[src/common/mem_decode_pkg.sv]
package mem_decode_pkg;

    // ------------------------------------------------------------
    // table geometry
    // ------------------------------------------------------------
    localparam int INDEX_W = 8; // jumpers plus five address lines
    localparam int ENTRY_W = 4; // one nibble per 1K-word block
    localparam int ENTRIES = 256; // full table depth
    localparam int TABLE_W = 1024; // entries times nibble width
    localparam int ADDR_W = 5; // top five address lines
    localparam int MAP_W = 128; // one map of 32 nibbles

    // ------------------------------------------------------------
    // nibble field positions (all active low)
    // ------------------------------------------------------------
    localparam int RAM_BIT = 3; // ram block enable
    localparam int EPROM_B_BIT = 2; // second eprom bank
    localparam int EPROM_A_BIT = 1; // first eprom bank
    localparam int ONBOARD_BIT = 0; // on-board flag

    // ------------------------------------------------------------
    // jumper positions inside the table index
    // ------------------------------------------------------------
    localparam int JMP_PRESENT_POS = 5; // 1: eprom in the map
    localparam int JMP_RAM_HIGH_POS = 6; // 1: ram at the top
    localparam int JMP_SMALL_POS = 7; // 1: small eprom devices

    // ------------------------------------------------------------
    // reset values and clocking
    // ------------------------------------------------------------
    localparam logic SELECT_IDLE = 1'h1; // selects rest inactive
    localparam logic EXTRA_ADDR_IDLE = 1'h0; // extra eprom address bit
    localparam int CLK_PERIOD_NS = 40; // 25 MHz system clock
    localparam int SYNC_STAGES = 2; // flip-flops per pin input

    // ------------------------------------------------------------
    // default maps, entry 0 in the lowest nibble
    // ------------------------------------------------------------
    localparam logic [MAP_W-1:0] MAP_LARGE_LOW_NONE = 128'hFFFFFFFF_FFFFFFFF_FFFFFFFF_FFFFFF66;
    localparam logic [MAP_W-1:0] MAP_LARGE_LOW_HIGH = 128'hAACCFFFF_FFFFFFFF_FFFFFFFF_FFFFFF66;
    localparam logic [MAP_W-1:0] MAP_LARGE_HIGH_NONE = 128'h66FFFFFF_FFFFFFFF_FFFFFFFF_FFFFFFFF;
    localparam logic [MAP_W-1:0] MAP_LARGE_HIGH_LOW = 128'h66FFFFFF_FFFFFFFF_FFFFFFFF_FFFFAACC;
    localparam logic [MAP_W-1:0] MAP_SMALL_LOW_NONE = 128'hFFFFFFFF_FFFFFFFF_FFFFFFFF_FFFFFF66;
    localparam logic [MAP_W-1:0] MAP_SMALL_LOW_HIGH = 128'hACFFFFFF_FFFFFFFF_FFFFFFFF_FFFFFF66;
    localparam logic [MAP_W-1:0] MAP_SMALL_HIGH_NONE = 128'h66FFFFFF_FFFFFFFF_FFFFFFFF_FFFFFFFF;
    localparam logic [MAP_W-1:0] MAP_SMALL_HIGH_LOW = 128'h66FFFFFF_FFFFFFFF_FFFFFFFF_FFFFFFAC;

    // whole table, map 0 in the lowest bits
    localparam logic [TABLE_W-1:0] DEFAULT_TABLE = {
        MAP_SMALL_HIGH_LOW, MAP_SMALL_HIGH_NONE, MAP_SMALL_LOW_HIGH, MAP_SMALL_LOW_NONE,
        MAP_LARGE_HIGH_LOW, MAP_LARGE_HIGH_NONE, MAP_LARGE_LOW_HIGH, MAP_LARGE_LOW_NONE
    };

endpackage

[src/common/decode_if.sv]
`timescale 1ns/1ps
// lookup path between the decoder and its table
interface decode_if;
    logic [mem_decode_pkg::INDEX_W-1:0] index; // table address
    logic [mem_decode_pkg::ENTRY_W-1:0] entry; // nibble read out

    // the decoder asks, the table answers
    modport requester (output index, input entry);
    modport lookup (input index, output entry);
endinterface

[src/verilog/input_sync.sv]
`timescale 1ns/1ps
// two-stage synchroniser for a group of pin inputs
module input_sync #(
    parameter int WIDTH = 1,
    parameter logic [WIDTH-1:0] RST_VAL = '0
) (
    // clock and control
    input wire logic clk,
    input wire logic srst,
    input wire logic ce,
    // pins in, safe levels out
    input wire logic [WIDTH-1:0] d,
    output logic [WIDTH-1:0] q
);

    // ------------------------------------------------------------
    // parameter check
    // ------------------------------------------------------------
    if (WIDTH < 1) begin : g_bad_width
        $error("input_sync needs at least one bit");
    end

    // ------------------------------------------------------------
    // per-bit stages
    // ------------------------------------------------------------
    genvar g;
    for (g = 0; g < WIDTH; g++) begin : g_bit
        logic meta_ff; // first stage, read only by the second
        logic safe_ff; // second stage, the only one logic sees
        // both stages freeze with the clock enable
        always_ff @(posedge clk) begin
            if (srst) begin
                meta_ff <= RST_VAL[g];
                safe_ff <= RST_VAL[g];
            end else if (ce) begin
                meta_ff <= d[g];
                safe_ff <= meta_ff;
            end
        end
        assign q[g] = safe_ff;
    end

endmodule

[src/verilog/decode_rom.sv]
`timescale 1ns/1ps
// fixed 256 x 4 decode table, replaceable by parameter
module decode_rom #(
    parameter logic [mem_decode_pkg::TABLE_W-1:0] TABLE_INIT = mem_decode_pkg::DEFAULT_TABLE
) (
    // index in, nibble out
    decode_if.lookup look
);

    // ------------------------------------------------------------
    // lookup
    // ------------------------------------------------------------
    // nibble position is index times four
    wire [9:0] bit_base = {look.index, 2'h0};
    assign look.entry = TABLE_INIT[bit_base +: mem_decode_pkg::ENTRY_W];

    // ------------------------------------------------------------
    // elaboration check of a substituted table
    // ------------------------------------------------------------
    // a select without the on-board flag would leave the buffers
    // facing the wrong way, so such a table is refused outright
    genvar g;
    for (g = 0; g < mem_decode_pkg::ENTRIES; g++) begin : g_chk
        localparam logic [3:0] NIB = TABLE_INIT[g*4 +: 4];
        if ((NIB[3:1] != 3'h7) && NIB[0]) begin : g_bad
            $error("decode table entry selects memory without on-board flag");
        end
    end

endmodule

[src/verilog/memory_address_decoder.sv]
`timescale 1ns/1ps
// ----------------------------------------------------------------
// Overview of operation
// - table of 256 four-bit entries picks memory
// - top table bit low enables ram
// - ram two blocks, bank by A4
// - middle bits low enable eprom banks
// - flag bit low whenever any select low
// - flag low means on-board, steers buffers
// - nothing selected while memory enable inactive
// - five top address lines index blocks
// - three jumpers pick one of eight maps
// - jumpers: eprom size, ram place, eprom present
// - default table holds the standard maps
// - fixed index and output bit ordering
// - ram chip selects wait for strobes
// - normal placement: eprom low, ram high
// - alternate placement: ram low, eprom high
// - small parts in large setting alias
// - large setting routes A4 to eproms
// - deselect jumper removes all eprom selects
// - each eprom select drives two byte devices
// - blank entries select nothing, off-board
// ----------------------------------------------------------------
module memory_address_decoder #(
    parameter logic [mem_decode_pkg::TABLE_W-1:0] TABLE_INIT = mem_decode_pkg::DEFAULT_TABLE
) (
    // clock and control
    input wire logic clk,
    input wire logic srst,
    input wire logic ce,
    // processor memory bus
    input wire logic memory_cycle_enable_n,
    input wire logic write_strobe_n,
    input wire logic data_in_strobe,
    input wire logic [4:0] addr_block,
    // configuration jumpers
    input wire logic small_eprom_size,
    input wire logic ram_high_placement,
    input wire logic eprom_present,
    // raw table selects, active low
    output logic ram_select_out,
    output logic eprom_bank_b_select_out,
    output logic eprom_bank_a_select_out,
    output logic onboard_flag_out,
    // device selects, active low
    output logic [1:0] ram_bank_cs_n,
    output logic [1:0] eprom_bank_a_lane_cs_n,
    output logic [1:0] eprom_bank_b_lane_cs_n,
    // extra eprom address bit
    output logic eprom_extra_address
);

    // ------------------------------------------------------------
    // pin synchronisation
    // ------------------------------------------------------------
    localparam int PIN_W = 11; // strobes, address, jumpers
    // memory enable and write strobe rest high, the rest low
    localparam logic [PIN_W-1:0] PIN_RST = 11'h003;

    logic [PIN_W-1:0] pins_raw; // pins as they arrive
    logic [PIN_W-1:0] pins_s; // pins after two stages

    assign pins_raw = {small_eprom_size, ram_high_placement, eprom_present,
                       addr_block, data_in_strobe, write_strobe_n,
                       memory_cycle_enable_n};

    // all pins share one synchroniser, so skew between bits
    // stays within one clock rather than growing per group
    input_sync #(
        .WIDTH(PIN_W),
        .RST_VAL(PIN_RST)
    ) u_sync (
        .clk(clk),
        .srst(srst),
        .ce(ce),
        .d(pins_raw),
        .q(pins_s)
    );

    // named views of the synchronised pins
    wire memory_cycle_enable_n_n_s = pins_s[0]; // memory cycle enable, low active
    wire we_n_s = pins_s[1]; // write strobe, low active
    wire data_in_strobe_s = pins_s[2]; // read strobe, high active
    wire [4:0] addr_s = pins_s[7:3]; // A0..A4, A4 lowest
    wire present_s = pins_s[8]; // eprom present jumper
    wire ram_high_s = pins_s[9]; // ram placement jumper
    wire small_s = pins_s[10]; // eprom size jumper

    // ------------------------------------------------------------
    // table index and lookup
    // ------------------------------------------------------------
    decode_if dec (); // path to the table

    // the lowest index bit is the bank select address line
    wire bank_select_address_line = addr_s[0];
    wire table_index_lsb = bank_select_address_line;
    wire table_index_msb = small_s;

    // address lines low, jumpers high
    assign dec.index = {table_index_msb, ram_high_s, present_s,
                        addr_s[4:1], table_index_lsb};

    // default contents hold the eight standard maps; blank
    // entries are all ones, so they select nothing at all
    decode_rom #(
        .TABLE_INIT(TABLE_INIT)
    ) u_rom (
        .look(dec.lookup)
    );

    // ------------------------------------------------------------
    // select decode
    // ------------------------------------------------------------
    wire [3:0] entry = dec.entry; // nibble for this block
    wire cycle_act = ~memory_cycle_enable_n_n_s; // table enabled only in a cycle

    // ram enable straight from the top bit
    wire ram_n = ~(cycle_act & ~entry[mem_decode_pkg::RAM_BIT]);
    // eprom banks from the middle bits, killed by the jumper
    wire ep_b_n = ~(cycle_act & present_s
                    & ~entry[mem_decode_pkg::EPROM_B_BIT]);
    wire ep_a_n = ~(cycle_act & present_s
                    & ~entry[mem_decode_pkg::EPROM_A_BIT]);

    // flag follows the selects, not the table bit, so a select that the jumper
    // removed must not leave the buffers turned on-board
    wire any_sel = ~(ram_n & ep_b_n & ep_a_n); // some memory on board
    wire flag_n = ~(cycle_act & (~entry[mem_decode_pkg::ONBOARD_BIT] | any_sel)
                    & (any_sel | ~entry[mem_decode_pkg::ONBOARD_BIT]));
    wire flag_keep = flag_n | ~any_sel;
    wire nxt_flag = any_sel ? 1'h0 : flag_keep;

    // ram chips see a select only after the strobe is valid,
    // so fast parts never sample a write strobe still high
    wire strobe_ok = ~we_n_s | data_in_strobe_s;

    // ------------------------------------------------------------
    // per-bank ram selects
    // ------------------------------------------------------------
    logic [1:0] nxt_ram_cs_n; // next ram bank selects
    genvar b;
    for (b = 0; b < 2; b++) begin : g_ram_bank
        // bank picked by A4, gated by the strobes
        assign nxt_ram_cs_n[b] = ~(~ram_n & strobe_ok
                                   & (bank_select_address_line == 1'(b)));
    end

    // large devices take A4 as an extra address bit; small
    // devices ignore it, hence the alias at 0800 bytes
    wire nxt_extra = ~small_s & bank_select_address_line;

    // ------------------------------------------------------------
    // output registers
    // ------------------------------------------------------------
    // raw table selects
    always_ff @(posedge clk) begin
        if (srst) begin
            ram_select_out <= mem_decode_pkg::SELECT_IDLE;
            eprom_bank_b_select_out <= mem_decode_pkg::SELECT_IDLE;
            eprom_bank_a_select_out <= mem_decode_pkg::SELECT_IDLE;
            onboard_flag_out <= mem_decode_pkg::SELECT_IDLE;
        end else if (ce) begin
            ram_select_out <= ram_n;
            eprom_bank_b_select_out <= ep_b_n;
            eprom_bank_a_select_out <= ep_a_n;
            onboard_flag_out <= nxt_flag;
        end
    end

    // device selects and the extra address bit
    always_ff @(posedge clk) begin
        if (srst) begin
            ram_bank_cs_n <= {2{mem_decode_pkg::SELECT_IDLE}};
            eprom_bank_a_lane_cs_n <= {2{mem_decode_pkg::SELECT_IDLE}};
            eprom_bank_b_lane_cs_n <= {2{mem_decode_pkg::SELECT_IDLE}};
            eprom_extra_address <= mem_decode_pkg::EXTRA_ADDR_IDLE;
        end else if (ce) begin
            ram_bank_cs_n <= nxt_ram_cs_n;
            // low and high byte devices share a bank select
            eprom_bank_a_lane_cs_n <= {2{ep_a_n}};
            eprom_bank_b_lane_cs_n <= {2{ep_b_n}};
            eprom_extra_address <= nxt_extra;
        end
    end
endmodule

[config.mk]
export PLATFORM = sky130hd
export DESIGN_NAME = memory_address_decoder
export DESIGN_NICKNAME = d
export VERILOG_FILES = /design/src/common/mem_decode_pkg.sv /design/src/common/decode_if.sv /design/src/verilog/input_sync.sv /design/src/verilog/decode_rom.sv /design/src/verilog/memory_address_decoder.sv
export SDC_FILE = /design/constraint.sdc
export NUM_CORES = 1
export LEC_CHECK = 0
export BUFFER_PORTS_ARGS = -buffer_cell sky130_fd_sc_hd__buf_4
export CAP_MARGIN = 20
export CORE_MARGIN = 5
export CORE_UTILIZATION = 35
export DETAILED_ROUTE_END_ITERATION = 12
export GPL_ROUTABILITY_DRIVEN = 1
export GPL_TIMING_DRIVEN = 1
export PLACE_DENSITY = 0.66
export SKIP_CTS_REPAIR_TIMING = 1
export SYNTH_ARGS = -nofsm -noshare
export SYNTH_HDL_FRONTEND = slang
export SYNTH_SLANG_ARGS = --single-unit
[constraint.sdc]
create_clock -name clk -period 3.55 [get_ports clk]
set_input_delay 0.5325 -clock clk [delete_from_list [all_inputs] [get_ports clk]]
set_output_delay 0.5325 -clock clk [all_outputs]
set_load 0.1 [all_outputs]
==> flow_summary.ini, run 1 <==
[clock_tree]
clk_pin_slew_ns = 0.10
clk_path_buf_depth = 2
h-tree-depth = 2
numCtsBuffers = 5
cts_root_buffer = sky130_fd_sc_hd__clkbuf_4
clk-insertion-delay-late_ns = 0.33
clock_tree_from_tritoncts = built
tritoncts_num_sinks = 29

[placed_design]
place_area_um2 = 1380
gpl.final_weighted_congestion = 0.850
numPortBuffers = 24
dp.final_hpwl_um = 1570
detailedPlace.worstSlack_ns = 1.85

[synthesis]
synth.cells.most_frequent = sky130_fd_sc_hd__dfxtp_1, sky130_fd_sc_hd__nor2_1, sky130_fd_sc_hd__mux2i_1
synth_top_area_frac = 0.486
ys_seq_elements = 29
number_of_enable_flip_flop_cells_after_synthesis = 0
synth_top_cell_by_area = sky130_fd_sc_hd__dfxtp_1
sequential_fraction_of_the_synthesis_area = 0.486
syn-num-nets = 138
synth_area_per_cell_um2 = 9.64
dominant_combinational_cell_family_by_area_after_synthesis = multiplexers
post_synth_arst_share = 0
yosys_most_used_dff = sky130_fd_sc_hd__dfxtp_1
area_share_of_fa_ha_maj_cells_after_synthesis = 0
synth-compound-area-share = 0.0953
synth_mux_area_frac = 0.184
synth_top_cells_by_area = sky130_fd_sc_hd__dfxtp_1, sky130_fd_sc_hd__mux2i_1, sky130_fd_sc_hd__nor2_1, sky130_fd_sc_hd__buf_4, sky130_fd_sc_hd__nand2_1
synth_xor_xnor_area_share = 0
post_synth_instance_area_um2 = 1190
ys.warnings.count = 0
netlist_cell_types = 28
post_synth_inst_count = 124
yosysMostFrequentCell = sky130_fd_sc_hd__dfxtp_1
synth-simple-area-share = 0.175

[worst_setup_path]
cp_num_cells = 1
cpMaxStageDelayCell = sky130_fd_sc_hd__dfxtp_1
required_ns = 3.02
slowest_delay_ns = 0.38
critical_path_arrival_ns = 1.02
crit_chain = buf_4
critPathCaptureType = output pin
worstRegToRegCells = 4
cp.buffers_inverters = 1
worstPathMaxFanout = 4
cp-start-kind = flip-flop
cp_top_family = flip-flops
worst_reg2reg_setup_slack_ns = 2.01
critical_path_class = flip-flop to output pin

[layout]
antenna_cells = 0
final_net_count = 159
final_cell_area_um2 = 1430
area_growth_pct = 19.8
fill_cells = 350
drive_above_1_share = 0.247
postLayoutCoreUtil = 0.432

[detailed_routing]
ant_nets = 0
remaining_drc_errors = 0
via_per_inst = 4.68
drt_pass1_iterations = 4
iter_0_drt_violations = 59
vias = 899
routed_wire_length_per_instance_um = 11.4
route.final.wire_length_um = 2180

[sta]
max_freq_mhz = 643
fin_ws_ns = 2.00
finalCritPeriodShare = 0.438
finalHoldViolCount = 0
timing.clock.skew_ns = 0.0117
fin_worst_hold_slack_ns = 0.406
max-slew-margin-rel = 0.713
setup_repair_after_global_routing_missed_its_margin = false
final-setup-viol-count = 0
min_period_ns = 1.55
finalMaxSlewViolations = 0
setup-tns-final_ns = 0
max_slew.worst_pin.slew_ns = 0.420

[global_route]
grt_start_max_net_pins = 31
first_global_vias = 829
global_route.overflow_total = 0
grt_first_pass_wirelength_um = 3690
grt_antenna_before_repair = 0
grtUsageTotal = 0.110

[power]
power.ir.vdd_worst_uv = 170
power.density_nw_per_um2 = 425
leakagePower_uw = 0.000631

[floorplan]
die_area_um2 = 4680
ios = 25
initial_core_util = 0.361
die_width_um = 68.4
placeableCoreArea_um2 = 3310
placementRows = 21
die_height_um = 68.4

[outcome]
status = completed

[worst_hold_path]
hold-path-cell-count = 3
worst_hold_path_type = primary input to flip-flop

[flow_run]
cap_violations = 0
[stage by stage]
step / instances / power [uW]
floorplan: 124 / 406
global placement: 184 / 425
detailed placement: 184 / 427
CTS: 192 / 618
global route: 192 / 646
finish: 192 / 608
[placed cells by master (no fill, tap or decap), types with 2 or more instances in the layout]
master,instances
sky130_fd_sc_hd__nor3_1,2
sky130_fd_sc_hd__a22oi_1,2
sky130_fd_sc_hd__nor2_1,23
sky130_fd_sc_hd__buf_4,24
sky130_fd_sc_hd__nand3_1,3
sky130_fd_sc_hd__a21oi_1,2
sky130_fd_sc_hd__o21ai_1,4
sky130_fd_sc_hd__mux2i_1,22
sky130_fd_sc_hd__a211oi_1,2
sky130_fd_sc_hd__dfxtp_1,29
sky130_fd_sc_hd__clkbuf_4,5
sky130_fd_sc_hd__nand2_1,7
sky130_fd_sc_hd__inv_1,4
sky130_fd_sc_hd__clkinv_2,2
[flip-flops by register name, summed over array words and instances (netlist names)]
signal / count
u_sync.g_bit.meta_ff: 11
u_sync.g_bit.safe_ff: 11
ram_bank_cs_n: 2
eprom_bank_a_lane_cs_n: 1
eprom_bank_b_lane_cs_n: 1
eprom_extra_address: 1
onboard_flag_out: 1
ram_select_out: 1
[tightest hold or removal path, cell delays in order]
cell	delay (ns)
sky130_fd_sc_hd__buf_4	0.08
sky130_fd_sc_hd__mux2i_1	0.05
sky130_fd_sc_hd__nand2_1	0.05
[report_power, final]
group	internal, uW	switching, uW
clock network	74.5	115
logic	28.9	40.8
registers	339	9.84
total	442	165
[cells by family after synthesis]
| kind of cell | after synthesis |
|---|---|
| buffers and inverters | 14 |
| DFF | 29 |
| muxes | 22 |
| and+or+nand+nor | 43 |
| AOI/OAI and AO/OA | 16 |
[final cells by class]
type                       count  area [um2]  share of cell area
clock buffer                   5        37.5              0.0262
clock inverter                 3        17.5              0.0122
inverter                       4        15.0              0.0105
multi-input combinational     81         543               0.379
sequential                    29         581               0.406
tap                           46        57.6              0.0402
timing repair buffer          24         180               0.126
[path summary, 6_finish.rpt]
kind / start / end
max: eprom_bank_b_lane_cs_n[0] / eprom_bank_b_select_out
min: write_strobe_n / u_sync.g_bit[1].meta_ff
max reg2reg: u_sync.g_bit[5].safe_ff / eprom_bank_b_lane_cs_n[0]
min reg2reg: u_sync.g_bit[1].safe_ff / u_sync.g_bit[1].safe_ff
[metal layers]
layer | track usage | part of all wire | wire length (um)
met1 | 0.127 | 0.47 | 1020
met2 | 0.164 | 0.46 | 1010
met3 | 0.0345 | 0.047 | 103
met4 | 0.0893 | 0.022 | 49
met5 | 0 | 0 | 0
Note: power is estimated with default switching activity, not from simulation.
==> inputs of run 2 (changes only) <==
- clock period: 3.55 -> 1.5 ns (I/O delays scaled with it)
==> flow_summary.ini, run 2 (same netlist as run 1, synthesis figures left out) <==
[global_route]
grtUsageTotal = 0.111
grt_first_pass_wirelength_um = 3820
global_route.overflow_total = 0
grt_antenna_before_repair = 0
first_global_vias = 873
grt_start_max_net_pins = 22

[sta]
finalMaxSlewViolations = 0
min_period_ns = 1.41
max-slew-margin-rel = 0.801
max_freq_mhz = 709
timing.clock.skew_ns = 0.00426
finalHoldViolCount = 0
final-setup-viol-count = 0
setup-tns-final_ns = 0
finalCritPeriodShare = 0.940
max_slew.worst_pin.slew_ns = 0.298
setup_repair_after_global_routing_missed_its_margin = false

[clock_tree]
h-tree-depth = 2
clock_tree_from_tritoncts = built
clk_path_buf_depth = 2
cts_root_buffer = sky130_fd_sc_hd__clkbuf_4
tritoncts_num_sinks = 29
numCtsBuffers = 5
clk-insertion-delay-late_ns = 0.31
clk_pin_slew_ns = 0.09

[detailed_routing]
via_per_inst = 4.78
drt_pass1_iterations = 4
iter_0_drt_violations = 24
ant_nets = 0
remaining_drc_errors = 0
routed_wire_length_per_instance_um = 12.2
route.final.wire_length_um = 2360
vias = 922

[flow_run]
cap_violations = 0

[placed_design]
numPortBuffers = 24
place_area_um2 = 1390
gpl.final_weighted_congestion = 0.861
dp.final_hpwl_um = 1690
numPlacedInstances = 185

[power]
power.density_nw_per_um2 = 1020
leakagePower_uw = 0.000649
power.ir.vdd_worst_uv = 442

[layout]
final_cell_area_um2 = 1490
final_net_count = 160
area_growth_pct = 25.0
mostFrequentLayoutCells = sky130_fd_sc_hd__buf_4, sky130_fd_sc_hd__nor2_1, sky130_fd_sc_hd__dfxtp_1
most_common_library_cell_in_the_layout_ignoring_fill_and_taps = sky130_fd_sc_hd__buf_4
largestRegisters = u_sync.g_bit.meta_ff: 11 flops, u_sync.g_bit.safe_ff: 11 flops, ram_bank_cs_n: 2 flops
drive_above_1_share = 0.306
antenna_cells = 0
instances_no_fill = 193

[worst_setup_path]
critical_path_arrival_ns = 1.61
worstPathMaxFanout = 5
cp.buffers_inverters = 0
required_ns = 1.70
critPathCaptureType = flip-flop
critical_path_class = flip-flop to flip-flop
cp_top_family = simple AND/OR/NAND/NOR gates
cpMaxStageDelayCell = sky130_fd_sc_hd__dfxtp_2
cp-start-kind = flip-flop
slowest_delay_ns = 0.39
crit_chain = and4b_2, nand4_2, a211oi_1, o31ai_1

[worst_hold_path]
worst_hold_path_type = primary input to flip-flop

[floorplan]
ios = 25
die_height_um = 68.4
placeableCoreArea_um2 = 3310
placementRows = 21
die_area_um2 = 4680
initial_core_util = 0.361
die_width_um = 68.4

[outcome]
status = completed
[run 2: power breakdown]
part	switching, uW	internal (uW)
registers	25.7	803
logic	101	71.5
clock network	250	271
[run 2: worst paths after layout]
kind / slack, ns / cells after the start / to / start
setup / recovery: 0.09 / 4 / onboard_flag_out / u_sync.g_bit[5].safe_ff
hold reg to reg: 0.47 / 2 / u_sync.g_bit[1].safe_ff / u_sync.g_bit[1].safe_ff
setup reg to reg: 0.09 / 4 / onboard_flag_out / u_sync.g_bit[5].safe_ff
hold / removal: 0.12 / 3 / u_sync.g_bit[0].meta_ff / memory_cycle_enable_n
[run 2: metrics by stage]
stage / setup slack [ns] / power [uW] / hold WS (ns) / util
after global placement: 0.0965 / 1010 / 0.441 / 0.419
after floorplan: 0.158 / 960 / 0.353 / -
after global routing: 0.0177 / 1600 / 0.112 / 0.451
after detailed placement: 0.0243 / 1010 / 0.450 / 0.419
final: 0.0904 / 1520 / 0.119 / 0.451
after CTS: 0.00111 / 1540 / 0.116 / 0.440
[run 2: layout make-up]
class	instances	area [um2]
Multi-Input combinational cell	81	576
Sequential cell	29	588
Clock buffer	7	65.1
Inverter	4	15.0
Timing Repair Buffer	25	188
Tap cell	46	57.6
Fill cell	331	1820
Clock inverter	1	5.00
[run 2: tightest hold or removal path, cell delays in order]
cell,delay [ns]
sky130_fd_sc_hd__buf_4,0.07
sky130_fd_sc_hd__mux2i_1,0.05
sky130_fd_sc_hd__nand2_1,0.05
[run 2: metal layers]
layer | wire length (um) | track usage | vias to the layer above | part of all wire
met3 | 98 | 0.0361 | 7 | 0.042
met1 | 1050 | 0.130 | 424 | 0.44
met2 | 1150 | 0.172 | 22 | 0.49
li1 | - | - | 469 | -
met5 | 0 | 0 | - | 0
met4 | 61 | 0.0744 | 0 | 0.026
==> inputs of run 3 (changes only) <==
- PLACE_DENSITY: 0.66 -> 0.65
- SYNTH_HIERARCHICAL: unset -> 1
==> flow_summary.ini, run 3 <==
[outcome]
status = finished with violations
failed_checks = negative setup slack

[detailed_routing]
routed_wire_length_per_instance_um = 11.7
via_per_inst = 4.80
vias = 951
ant_nets = 0
route.final.wire_length_um = 2310
remaining_drc_errors = 0
iter_0_drt_violations = 28
drt_pass1_iterations = 2

[layout]
final_net_count = 163
seq_cell_area_um2 = 586
drive_above_1_share = 0.333
mostFrequentLayoutCells = sky130_fd_sc_hd__buf_4, sky130_fd_sc_hd__nor2_1, sky130_fd_sc_hd__dfxtp_1
instances_no_fill = 198
largestRegisters = u_sync/g_bit.meta_ff: 11 flops, u_sync/g_bit.safe_ff: 11 flops, ram_bank_cs_n: 2 flops
fill_cells = 399
multi_input_area_um2 = 598
area_growth_pct = 18.3
most_common_library_cell_in_the_layout_ignoring_fill_and_taps = sky130_fd_sc_hd__buf_4
antenna_cells = 0

[global_route]
grt_first_pass_wirelength_um = 3800
first_global_vias = 866
grt_antenna_before_repair = 0
global_route.overflow_total = 0
grt_start_max_net_pins = 35
grtUsageTotal = 0.0926

[clock_tree]
tritoncts_num_sinks = 29
h-tree-depth = 2
clk_pin_slew_ns = 0.06
clock_tree_from_tritoncts = built
cts_root_buffer = sky130_fd_sc_hd__clkbuf_8
numCtsBuffers = 5
clk_path_buf_depth = 2
clk-insertion-delay-late_ns = 0.28

[synthesis]
post_synth_instance_area_um2 = 1340
synth_area_per_cell_um2 = 10.0
syn-num-nets = 148
post_synth_inst_count = 134
ys.warnings.count = 6

[sta]
finalCritPeriodShare = 1.15
final-setup-viol-count = 3
max_freq_mhz = 580
setup-tns-final_ns = -0.464
max-slew-margin-rel = 0.726
fin_ws_ns = -0.225
fin_worst_hold_slack_ns = 0.150
timing.clock.skew_ns = 0.00657
setup_repair_after_global_routing_missed_its_margin = true
min_period_ns = 1.72
finalMaxSlewViolations = 0
max_slew.worst_pin.slew_ns = 0.411
finalHoldViolCount = 0

[power]
switching_share = 0.219
power.switching_uw = 402
combinationalPowerShare = 0.101
leakagePower_uw = 0.000688
power.clock.fraction = 0.447
seq_power_share = 0.453
power.density_nw_per_um2 = 1160
p_int_uw = 1430
power.ir.vdd_worst_uv = 617

[worst_hold_path]
worst_hold_end = u_sync/g_bit[1].meta_ff
worst_hold_path_type = primary input to flip-flop
holdCritStartpoint = write_strobe_n
hold-path-cell-count = 2

[worst_setup_path]
critical_path_arrival_ns = 1.88
required_ns = 1.66
cp-start-kind = flip-flop
slowest_delay_ns = 0.56
critical_path.reg2reg.endpoint = eprom_bank_b_lane_cs_n[0]
critical_path_class = flip-flop to flip-flop
worstPathMaxFanout = 3
r2r_start = u_sync/g_bit[5].safe_ff
crit_chain = or4b_4, a21boi_2, o221ai_2, nor4bb_2, o21bai_1
worstRegToRegCells = 5
cpMaxStageDelayCell = sky130_fd_sc_hd__or4b_4
worst_reg2reg_setup_slack_ns = -0.22
critPathCaptureType = flip-flop

[floorplan]
initial_core_util = 0.363
placeableCoreArea_um2 = 3690
die_width_um = 71.9
die_height_um = 71.9
die_area_um2 = 5170
ios = 25
placementRows = 22

[placed_design]
gpl.final_weighted_congestion = 0.791
dp.final_hpwl_um = 1580
numPlacedInstances = 190
numPortBuffers = 24

[flow_run]
cap_violations = 0
run 3: final cells by class:
cell class                      instances  area share
Tap cell                               48      0.0379
Multi-Input combinational cell         82       0.377
Timing Repair Buffer                   29       0.137
Sequential cell                        29       0.369
Clock buffer                            7      0.0545
Clock inverter                          1      0.0189
Inverter                                2     0.00474
run 3: through the flow:
stage | util | total power (uW) | instance area (um2) | setup slack (ns)
2_1_floorplan | - | 996 | 1350 | -0.145
3_3_place_gp | 0.391 | 1020 | 1440 | -0.0773
3_5_place_dp | 0.391 | 1030 | 1440 | -0.136
4_1_cts | 0.423 | 1850 | 1560 | -0.298
5_1_grt | 0.430 | 1900 | 1590 | -0.299
6_report | 0.430 | 1830 | 1590 | -0.225
run 3: worst max-delay path: cells and delay by family, from the launching register on:
family / cells / cell delay [ns]
AO/OA/AOI/OAI: 3 / 0.40
flip-flops: 1 / 0.33
AND/OR/NAND/NOR: 2 / 0.88
run 3: metal layers:
| layer | part of all wire | track usage | routed length [um] | vias up |
|---|---|---|---|---|
| met2 | 0.45 | 0.144 | 1050 | 28 |
| li1 | - | - | - | 474 |
| met3 | 0.074 | 0.0379 | 172 | 8 |
| met5 | 0 | 0 | 0 | - |
| met4 | 0.019 | 0.0438 | 43 | 0 |
| met1 | 0.45 | 0.111 | 1050 | 441 |
run 3: worst max-delay path by stage:
| stage | start | end | slack [ns] | depth (start not counted) |
|---|---|---|---|---|
| floorplan | u_sync/g_bit[5].safe_ff | eprom_bank_b_lane_cs_n[0] | -0.14 | 6 |
| global placement | u_sync/g_bit[5].safe_ff | eprom_bank_b_lane_cs_n[0] | -0.08 | 5 |
| detailed placement | u_sync/g_bit[7].safe_ff | eprom_bank_b_lane_cs_n[0] | -0.14 | 5 |
| CTS | u_sync/g_bit[7].safe_ff | eprom_bank_b_lane_cs_n[0] | -0.30 | 5 |
| global route | u_sync/g_bit[5].safe_ff | eprom_bank_b_lane_cs_n[0] | -0.30 | 5 |
| finish | u_sync/g_bit[5].safe_ff | eprom_bank_b_lane_cs_n[0] | -0.22 | 5 |
run 3: power by group through the flow:
stage               logic, uW  clock network (uW)  registers (uW)
finish                    184                 819             830
global route              200                 869             835
CTS                       181                 838             829
detailed placement        181                   0             846
global placement          176                   0             844
floorplan                 132                   0             864
